<file path="config.mk">
export PLATFORM = sky130hd
export DESIGN_NAME = nhp_report
export DESIGN_NICKNAME = d
export VERILOG_FILES = /design/src/core/nhp_pkg.sv /design/src/core/nhp_report.sv
export SDC_FILE = /design/constraint.sdc
export NUM_CORES = 1
export LEC_CHECK = 0
export ABC_AREA = 1
export BUFFER_PORTS_ARGS = -buffer_cell sky130_fd_sc_hd__clkbuf_2
export CORE_ASPECT_RATIO = 0.9
export CORE_MARGIN = 5
export CORE_UTILIZATION = 25
export CTS_BUF_LIST = sky130_fd_sc_hd__clkbuf_4
export DETAILED_ROUTE_END_ITERATION = 6
export GPL_ROUTABILITY_DRIVEN = 0
export GPL_TIMING_DRIVEN = 0
export SYNTH_ARGS = -nofsm -noshare
export SYNTH_HDL_FRONTEND = slang
export SYNTH_SLANG_ARGS = --single-unit
export TNS_END_PERCENT = 20
</file>
<file path="constraint.sdc">
create_clock -name clk_i -period 1.65 [get_ports clk_i]
set_input_delay 0.33 -clock clk_i [delete_from_list [all_inputs] [get_ports clk_i]]
set_output_delay 0.33 -clock clk_i [all_outputs]
set_load 0.03 [all_outputs]
</file>
<file path="src/core/nhp_pkg.sv">
// Package with register map, field layouts and modes of the parity report block
package nhp_pkg;
  localparam logic [7:0]  PR_FIRST_OFS   = 8'h0c;
  localparam logic [7:0]  PR_SECOND_OFS  = 8'h10;
  localparam logic [7:0]  SR_UPPER_OFS   = 8'h14;
  localparam logic [31:0] REG_RESET      = 32'h0000_0000;
  localparam logic [2:0]  MODE_PAGE      = 3'h0;
  localparam logic [2:0]  MODE_S256      = 3'h1;
  localparam logic [2:0]  MODE_S512      = 3'h2;
  localparam int          BIT_W          = 3;
  localparam int          PG_WORD_W      = 12;
  localparam int          PG_WORD_LSB    = 4;
  localparam int          PG_PAR_W       = 16;
  localparam int          S256_WORD_W    = 8;
  localparam int          S256_PAR_W     = 11;
  localparam int          S256_PAR_LSB   = 12;
  localparam int          S512_WORD_W    = 9;
  localparam int          S512_PAR_W     = 12;
  localparam int          S512_PAR_LSB   = 12;
  localparam int          WORD_LSB       = 3;
endpackage

</file>
<file path="src/core/nhp_report.sv">
// Parity and error location report registers with a classic Wishbone slave
// How it works
// - Mode field 0,1,2 selects per page, 256-byte or 512-byte sector layout.
// - Page mode: first register holds 12-bit word address at 15:4, bit offset below.
// - Page mode word address counts 8-bit or 16-bit words per memory width.
// - Page mode: second register holds 16-bit parity, upper half reads zero.
// - 256 mode: first register holds sector 0 parity at 22:12, word, bit.
// - 256 mode: second register same layout for bytes 256 to 511.
// - 512 mode: first register holds 12-bit parity at 23:12, 9-bit word, bit.
// - 512 mode: second register same layout for bytes 512 to 1023.
// - Sector mode word address counts bytes within the sector.
// - After a single-error read the bit field holds the corrupt bit position.
// - Location fields loaded only on single error; ignore on multiple errors.
//
// Decided for this implementation: the Wishbone slave port.
module nhp_report (
  input  wire logic        clk_i,
  input  wire logic        rst_i,
  input  wire logic [7:0]  wb_adr_i,
  input  wire logic [31:0] wb_dat_i,
  input  wire logic [3:0]  wb_sel_i,
  input  wire logic        wb_we_i,
  input  wire logic        wb_cyc_i,
  input  wire logic        wb_stb_i,
  output logic      [31:0] wb_dat_o,
  output logic             wb_ack_o,
  input  wire logic [2:0]  correction_granularity_i,
  input  wire logic        bus_16bit_i,
  input  wire logic        cmd_detect_i,
  input  wire logic        parity_valid_i,
  input  wire logic [15:0] page_parity_value_i,
  input  wire logic [11:0] sector_a_parity_i,
  input  wire logic [11:0] sector_b_parity_i,
  input  wire logic        check_valid_i,
  input  wire logic [1:0]  single_error_i,
  input  wire logic [1:0]  multi_error_i,
  input  wire logic [11:0] sector_a_error_word_i,
  input  wire logic [11:0] sector_b_error_word_i,
  input  wire logic [2:0]  sector_a_error_bit_i,
  input  wire logic [2:0]  sector_b_error_bit_i,
  input  wire logic [31:0] upper_sector_error_status_i,
  output logic      [2:0]  correction_granularity_o,
  output logic             single_error_flag_first_o
);

  logic [11:0] par_a_r;
  logic [11:0] par_a_nxt;
  logic [11:0] par_b_r;
  logic [11:0] par_b_nxt;
  logic [15:0] page_par_r;
  logic [15:0] page_par_nxt;
  logic [11:0] word_a_r;
  logic [11:0] word_a_nxt;
  logic [11:0] word_b_r;
  logic [11:0] word_b_nxt;
  logic [2:0]  bit_a_r;
  logic [2:0]  bit_a_nxt;
  logic [2:0]  bit_b_r;
  logic [2:0]  bit_b_nxt;
  logic [2:0]  mode_r;
  logic        sngl_r;
  logic        sngl_nxt;
  logic [31:0] upper_r;

  // Sector layout: parity, word address, bit offset; a zero bit between parity and word only in 256 mode
  function automatic logic [31:0] sector_word(input logic [2:0] mode, input logic [11:0] par,
                                               input logic [11:0] wrd, input logic [2:0] bo);
    logic [31:0] v;
    v = 32'h0000_0000;
    if (mode == nhp_pkg::MODE_S256) begin
      v[nhp_pkg::S256_PAR_LSB +: nhp_pkg::S256_PAR_W] = par[10:0];
      v[nhp_pkg::WORD_LSB +: nhp_pkg::S256_WORD_W]    = wrd[7:0];
    end else begin
      v[nhp_pkg::S512_PAR_LSB +: nhp_pkg::S512_PAR_W] = par;
      v[nhp_pkg::WORD_LSB +: nhp_pkg::S512_WORD_W]    = wrd[8:0];
    end
    v[nhp_pkg::BIT_W-1:0] = bo;
    return v;
  endfunction

  wire         mode_page = (mode_r == nhp_pkg::MODE_PAGE);
  wire         mode_sect = (mode_r == nhp_pkg::MODE_S256) || (mode_r == nhp_pkg::MODE_S512);
  wire         hit_first  = (wb_adr_i == nhp_pkg::PR_FIRST_OFS);
  wire         hit_second = (wb_adr_i == nhp_pkg::PR_SECOND_OFS);
  wire         hit_upper  = (wb_adr_i == nhp_pkg::SR_UPPER_OFS);
  wire         req        = wb_cyc_i && wb_stb_i && !wb_ack_o;
  // Page word address: in 16-bit parts the low byte-address bit joins the bit offset
  wire  [11:0] pg_word    = bus_16bit_i ? {1'b0, word_a_r[11:1]} : word_a_r;
  wire  [3:0]  pg_bit     = bus_16bit_i ? {word_a_r[0], bit_a_r} : {1'b0, bit_a_r};
  wire  [31:0] first_page = {16'h0000, pg_word, pg_bit};
  wire  [31:0] second_page = {16'h0000, page_par_r};
  wire  [31:0] first_val  = mode_page ? first_page :
                            mode_sect ? sector_word(mode_r, par_a_r, word_a_r, bit_a_r) :
                            32'h0000_0000;
  wire  [31:0] second_val = mode_page ? second_page :
                            mode_sect ? sector_word(mode_r, par_b_r, word_b_r, bit_b_r) :
                            32'h0000_0000;
  wire  [31:0] rd_val;

  // Read mux; writes and unmapped offsets return zero
  assign rd_val = wb_we_i    ? 32'h0000_0000 :
                  hit_first  ? first_val :
                  hit_second ? second_val :
                  hit_upper  ? upper_r :
                  32'h0000_0000;

  // Parity capture after a page write
  assign par_a_nxt    = parity_valid_i ? sector_a_parity_i : par_a_r;
  assign par_b_nxt    = parity_valid_i ? sector_b_parity_i : par_b_r;
  assign page_par_nxt = parity_valid_i ? page_parity_value_i : page_par_r;

  // Location loaded only for a single, not multiple, error
  assign word_a_nxt = cmd_detect_i ? 12'h000 :
                      (check_valid_i && single_error_i[0] && !multi_error_i[0]) ?
                      sector_a_error_word_i : word_a_r;
  assign bit_a_nxt  = cmd_detect_i ? 3'h0 :
                      (check_valid_i && single_error_i[0] && !multi_error_i[0]) ?
                      sector_a_error_bit_i : bit_a_r;
  assign word_b_nxt = cmd_detect_i ? 12'h000 :
                      (check_valid_i && single_error_i[1] && !multi_error_i[1]) ?
                      sector_b_error_word_i : word_b_r;
  assign bit_b_nxt  = cmd_detect_i ? 3'h0 :
                      (check_valid_i && single_error_i[1] && !multi_error_i[1]) ?
                      sector_b_error_bit_i : bit_b_r;
  // Set wins over the clear from a new command
  assign sngl_nxt   = (check_valid_i && single_error_i[0] && !multi_error_i[0]) ? 1'b1 :
                      cmd_detect_i ? 1'b0 : sngl_r;

  always_ff @(posedge clk_i) begin
    if (rst_i) begin
      par_a_r    <= 12'h000;
      par_b_r    <= 12'h000;
      page_par_r <= 16'h0000;
      word_a_r   <= 12'h000;
      word_b_r   <= 12'h000;
      bit_a_r    <= 3'h0;
      bit_b_r    <= 3'h0;
      sngl_r     <= 1'b0;
    end else begin
      par_a_r    <= par_a_nxt;
      par_b_r    <= par_b_nxt;
      page_par_r <= page_par_nxt;
      word_a_r   <= word_a_nxt;
      word_b_r   <= word_b_nxt;
      bit_a_r    <= bit_a_nxt;
      bit_b_r    <= bit_b_nxt;
      sngl_r     <= sngl_nxt;
    end
  end

  always_ff @(posedge clk_i) begin
    if (rst_i) begin
      mode_r                    <= nhp_pkg::MODE_PAGE;
      upper_r                   <= nhp_pkg::REG_RESET;
      correction_granularity_o  <= nhp_pkg::MODE_PAGE;
      single_error_flag_first_o <= 1'b0;
    end else begin
      mode_r                    <= correction_granularity_i;
      upper_r                   <= upper_sector_error_status_i;
      correction_granularity_o  <= mode_r;
      single_error_flag_first_o <= sngl_nxt;
    end
  end

  // Wishbone slave: one wait state, ack for any address, write ignored
  always_ff @(posedge clk_i) begin
    if (rst_i) begin
      wb_ack_o <= 1'b0;
      wb_dat_o <= nhp_pkg::REG_RESET;
    end else begin
      wb_ack_o <= req;
      wb_dat_o <= req ? rd_val : 32'h0000_0000;
    end
  end

endmodule

</file>
==> results of run 1 <==
how the worst max path moves through the flow:
stage               depth (start not counted)           end
global route                                8  wb_dat_o[13]
finish                                      8  wb_dat_o[10]
detailed placement                          7  wb_dat_o[15]
floorplan                                   9  wb_dat_o[19]
global placement                            7  wb_dat_o[14]
CTS                                         8  wb_dat_o[10]
registers in the layout (all words and copies together) (netlist names):
register	flops
word_b_r	9
page_par_r	16
wb_dat_o	32
bit_a_r	3
wb_ack_o	1
upper_r	32
single_error_flag_first_o	1
mode_r	3
par_b_r	12
par_a_r	12
bit_b_r	3
correction_granularity_o	3
word_a_r	12
timing repair:
action,in CTS,in global routing
gates resized for setup,0,1
hold buffers,81,1
hold endpoints to repair,80,1
endpoints found under the setup margin,0,2
worst min-delay path: cells and delay by family:
family | cells | cell delay (ns)
and+or+nand+nor | 2 | 0.16
buffers and inverters | 1 | 0.08
cell usage after synthesis, drive strengths merged:
library cell and count:
dfxtp 139, nand3 61, nand2 150, a211oi 4, clkbuf 18, nand3b 1, nor2 196, buf 25
a21oi 34, inv 100, o21ai 75, nand4 1
cell families after synthesis:
family / synth area share
and+or+nand+nor: 0.297
buffers and inverters: 0.108
DFF: 0.492
AOI/OAI and AO/OA: 0.103
power groups by stage:
stage | logic [mW] | registers [mW] | clock network (mW)
3_5_place_dp | 0.651 | 3.63 | 0
4_1_cts | 0.807 | 3.55 | 2.38
6_report | 0.809 | 3.55 | 2.31
3_3_place_gp | 0.644 | 3.63 | 0
5_1_grt | 0.903 | 3.57 | 2.50
2_1_floorplan | 0.352 | 3.61 | 0
stage by stage:
stage          hold slack (ns)  setup WS [ns]  setup TNS [ns]
2_1_floorplan            0.394          0.459               0
3_3_place_gp             0.395        -0.0294         -0.0684
3_5_place_dp             0.400        -0.0501          -0.212
4_1_cts                0.00223         0.0811               0
5_1_grt                0.00822         0.0102               0
6_report                0.0399          0.102               0
cell type report:
cell class                 count  area [um^2]
buffer                        43          233
clock buffer                  18          135
clock inverter                13          153
fill                        2386        14500
inverter                     100          375
multi-input combinational    522         2260
sequential                   139         2780
tap                          297          372
timing repair buffer         240         1610
routing by layer:
metal	track usage	up-vias	share of wire
li1	-	2992	-
met1	0.203	2573	0.48
met2	0.240	166	0.45
met3	0.0374	13	0.060
met4	0.0348	0	0.0098
met5	0	-	0
==> results.ini, run 1 <==
[outcome]
status=completed

[synthesis]
synth.cell_area_um2=5650
syn_avg_cell_area_um2=7.03
synth_top_area_frac=0.492
ys_warn_count=0
synth_nets=966
synth_top_area_cell=dfxtp_1
synth_area_leaders=dfxtp_1 (49%), nor2_1 (12%), nand2_1 (9.9%), inv_1 (6.5%), o21ai_0 (6.4%)
synth-seq-area-share=0.492
ys_types=22
ys_ff_latch=139
synthCells=804

[cts]
cts_buffer_depth=2
ctsHtreeMaxLevel=4
cts_buffers=17
root_buffer=clkbuf_4
path_clk_slew_ns=0.13
clkSinkCount=139
cts_setup_buffers=0
clkLatencyLatePin_ns=0.56
cts_tree=built

[drt]
drcViolationCount=0
drt_first_pass_iters=5
routed_via_density=4.19
antenna_left=0
vias=5744
wirelength_um=19400
wl_per_cell_um=14.1
drtIter0Drc=330

[run]
max-cap-violations=0

[die]
ios=199
die_y_um=153
core_um2=22400
die_width_um=168
num_rows=52
fp.dieArea_um2=25700
start_util=0.252

[setup_path]
crit_buf_inv=3
critPathRequiredTime_ns=2.13
r2r_cells=8
path_common_cell=nand3_1
critPathSlowestCell=dfxtp_1
cp-start-kind=flop
crit_family=simple AND/OR/NAND/NOR gates
crit-reg2reg-launch=mode_r[1]
max_stage_delay_ns=0.47
path_class=reg -> reg
r2r_setup_slack_ns=0.10
cp_cell_sequence=inv_2 > nand2_2 > buf_6 > buf_4 > nand3_1 > nand3_1 > nand2_1 > nor2_1
r2r_end=wb_dat_o[10]
startpoint=mode_r[1]
cp.arrival_ns=2.03
crit_fanout=10
worstSetupEndpointType=flop

[pwr]
power.density_nw_per_um2=842
switchingPower_mw=1.76
power.total_mw=6.67
p_int_mw=4.91
p_clk_frac=0.346
combPwrFrac=0.121
switching_share=0.264
leakagePower_nw=3.77
seqPwrFrac=0.532
vdd_ir_drop_max_mv=0.407

[global_routing]
antenna_found_initial=0
grtUsageTotal=0.149
grt_pass1_vias=5725
gr-total-overflow=0
grt_max_degree=17
grt_pass1_wl_um=30100

[final_layout]
layout_common_cells=nor2_1 (188), clkbuf_2 (158), nand2_1 (149), dfxtp_1 (139), inv_1 (97)
nets=1225
drive_above_1_share=0.210
final_util=0.354
diodes=0
final_common_cell=nor2_1
area_growth_pct=40.2
finalNonFillerCells=1372
finalInstanceArea_um2=7920

[worst_hold_path]
worstHoldStart=page_parity_value_i[1]
holdPathStages=3
hold-path-endpoint=page_par_r[1]
hold_path_class=in -> reg

[place]
dpl.cell_count=1259
placed_cell_area_um2=6810
port_buffers=158
place_hpwl_um=14600

[sta]
worstMarginPinSlew_ns=0.517
setup_viol_count_final=0
relSlewSlack=0.656
finalMaxSlewViolations=0
final-hold-violation-count=0
rsz0062_at_grt=no
fmax_mhz=646
clock_skew_ns=0.0197
period_needed_ns=1.55
fin_crit_sh=0.938

Note: power is estimated with default switching activity, not from simulation.
==> run 2, diff against run 1 <==
--- a/config.mk
+++ b/config.mk
@@ -9,11 +9,12 @@
 export BUFFER_PORTS_ARGS = -buffer_cell sky130_fd_sc_hd__clkbuf_2
 export CORE_ASPECT_RATIO = 0.9
 export CORE_MARGIN = 5
-export CORE_UTILIZATION = 25
+export CORE_UTILIZATION = 28
 export CTS_BUF_LIST = sky130_fd_sc_hd__clkbuf_4
 export DETAILED_ROUTE_END_ITERATION = 6
 export GPL_ROUTABILITY_DRIVEN = 0
 export GPL_TIMING_DRIVEN = 0
+export SLEW_MARGIN = 30
 export SYNTH_ARGS = -nofsm -noshare
 export SYNTH_HDL_FRONTEND = slang
 export SYNTH_SLANG_ARGS = --single-unit
==> run 2 against run 1 <==
Sequential share of layout area is 0.36 points higher. Clock skew is 0.0048 ns lower. Clock power is 14% lower. Routed wire length is 2.6% lower. Global-route usage is 1.5 points higher. Maximum frequency is 0.34% higher. Sequential power hardly changed. Total power is 4.8% lower. Largest power group unchanged. Die area is 10% lower. Combinational power hardly changed.
==> results.ini, run 2 (same netlist as run 1, synthesis figures left out) <==
[sta]
relSlewSlack=0.638  ; -0.0178
fin_crit_sh=0.935  ; -0.00317
worstMarginPinSlew_ns=0.543  ; +0.0267 ns
fmax_mhz=648  ; +0.34%
fin_ws_ns=0.107  ; +0.00523 ns
rsz0062_at_grt=no
finalMaxSlewViolations=0  ; unchanged
final-hold-violation-count=0  ; unchanged
period_needed_ns=1.54  ; -0.00523 ns
setup_viol_count_final=0  ; unchanged
setup_tns_ns=0  ; unchanged
clock_skew_ns=0.0149  ; -0.00479 ns

[setup_path]
worstSetupEndpointType=flop
r2r_end=wb_dat_o[10]
cp-start-kind=flop
cp.arrival_ns=2.02  ; about the same
path_class=reg -> reg
critPathRequiredTime_ns=2.12  ; about the same
r2r_setup_slack_ns=0.11  ; about the same
r2r_cells=8  ; unchanged
crit_fanout=10  ; unchanged
crit-reg2reg-launch=mode_r[2]

[run]
max-cap-violations=0  ; unchanged

[drt]
drcViolationCount=0  ; unchanged
vias=5806  ; +1.1%
drtIter0Drc=441  ; +34%
antenna_left=0  ; unchanged
drt_first_pass_iters=6  ; +1
wirelength_um=18900  ; -2.6%
routed_via_density=4.36  ; +4.0%
wl_per_cell_um=14.2  ; +0.26%

[pwr]
leakagePower_nw=3.74  ; -0.71%
power.total_mw=6.35  ; -4.8%
power.density_nw_per_um2=810  ; -3.8%
vdd_ir_drop_max_mv=0.420  ; +3.2%

[cts]
path_clk_slew_ns=0.13  ; about the same
cts_tree=built
cts_buffers=17  ; unchanged
root_buffer=clkbuf_4
cts_setup_buffers=0  ; unchanged
clkLatencyLatePin_ns=0.55  ; about the same
cts_buffer_depth=2  ; unchanged
ctsHtreeMaxLevel=4  ; unchanged
clkSinkCount=139  ; unchanged

[global_routing]
grtUsageTotal=0.164  ; +0.0148
grt_max_degree=17  ; unchanged
gr-total-overflow=0  ; unchanged
antenna_found_initial=1  ; +1
grt_pass1_wl_um=29500  ; -1.9%
grt_pass1_vias=5619  ; -1.9%

[die]
die_width_um=160  ; -5.2%
core_um2=19900  ; -11%
ios=199  ; unchanged
num_rows=49  ; -5.8%
fp.dieArea_um2=23100  ; -10%
die_y_um=145  ; -5.1%
start_util=0.284  ; +0.0311

[final_layout]
area_growth_pct=38.8
seq_area_um2=2780  ; unchanged
drive_above_1_share=0.209  ; -0.00132
finalNonFillerCells=1333  ; -2.8%
fillCellCount=2083  ; -13%
final_common_cell=nor2_1
top_regs=upper_r: 32 flops, wb_dat_o: 32 flops, page_par_r: 16 flops
multi_input_area_um2=2260  ; unchanged
final_util=0.393  ; +0.0395
layout_common_cells=nor2_1 (188), clkbuf_2 (158), nand2_1 (149), dfxtp_1 (139), inv_1 (98)
nets=1226  ; +0.082%

[outcome]
status=completed

[worst_hold_path]
hold-path-endpoint=par_b_r[3]
hold_path_class=in -> reg
worstHoldStart=sector_b_parity_i[3]
holdPathStages=3  ; unchanged

[place]
place_ws_ns=-0.0275  ; +0.0227 ns
dpl.cell_count=1217  ; -3.3%
port_buffers=158  ; unchanged
place_hpwl_um=14000  ; -3.9%

==> run 2: changes by cell type in the layout (fill, tap and decap cells not counted), sizes merged <==
cell,delta
clkinvlp,+2
clkinv,-2
diode,+1
inv,+5
buf,-1
bufinv,-3
dlygate4sd3,+1
==> run 2: area by class of cell <==
cell class	instances	share of cell area
multi-input combinational	522	0.288
tap	255	0.0407
clock inverter	15	0.0148
buffer	43	0.0300
inverter	100	0.0479
sequential	139	0.355
clock buffer	17	0.0163
antenna	1	0.000319
timing repair buffer	241	0.207
==> run 2: how the worst max path moves through the flow <==
| stage | from | end | cells after the start | slack [ns] |
|---|---|---|---|---|
| 2_1_floorplan | wb_adr_i[7] | wb_dat_o[19] | 9 | 0.46 |
| 3_3_place_gp | wb_adr_i[7] | wb_dat_o[11] | 7 | -0.02 |
| 3_5_place_dp | wb_adr_i[7] | wb_dat_o[11] | 7 | -0.03 |
| 4_1_cts | mode_r[0] | wb_dat_o[16] | 6 | 0.12 |
| 5_1_grt | mode_r[2] | wb_dat_o[12] | 8 | 0.004 |
| 6_report | mode_r[2] | wb_dat_o[10] | 8 | 0.11 |
==> run 2: power breakdown <==
part,total (mW),internal (mW),leakage [nW],switching (mW)
registers,3.54,3.49,1.14,0.0569
logic,0.811,0.378,2.47,0.433
clock network,1.99,0.617,0.126,1.38
total,6.35,4.48,3.74,1.87
==> run 2: through the flow <==
step	area [um^2]	hold WS [ns]
after global placement	6760	0.394
after detailed placement	6760	0.400
after global routing	7840	0.00323
after CTS	7830	0.00212
final	7840	0.0476
after floorplan	5650	0.394
==> run 2: layer usage <==
layer / up-vias / track usage / share of wire
li1: 2998 / - / -
met3: 28 / 0.0416 / 0.064
met4: 0 / 0.0580 / 0.023
met5: - / 0 / 0
met1: 2581 / 0.218 / 0.46
met2: 199 / 0.263 / 0.45
==> run 2: repair_timing <==
item / in CTS / in global routing
hold buffers: 82 / 1
resized for setup: 0 / 1
setup endpoints to repair: 0 / 2
hold endpoints to repair: 81 / 1
==> run 2: critical path, stage by stage, from the launching register on <==
cell and delay, ns:
dfxtp_1 0.37, nor2_4 0.17, nand2_2 0.09, inv_2 0.14, buf_2 0.24, nand2_1 0.07
nand3_1 0.10, nand2_1 0.09, nor2_1 0.20
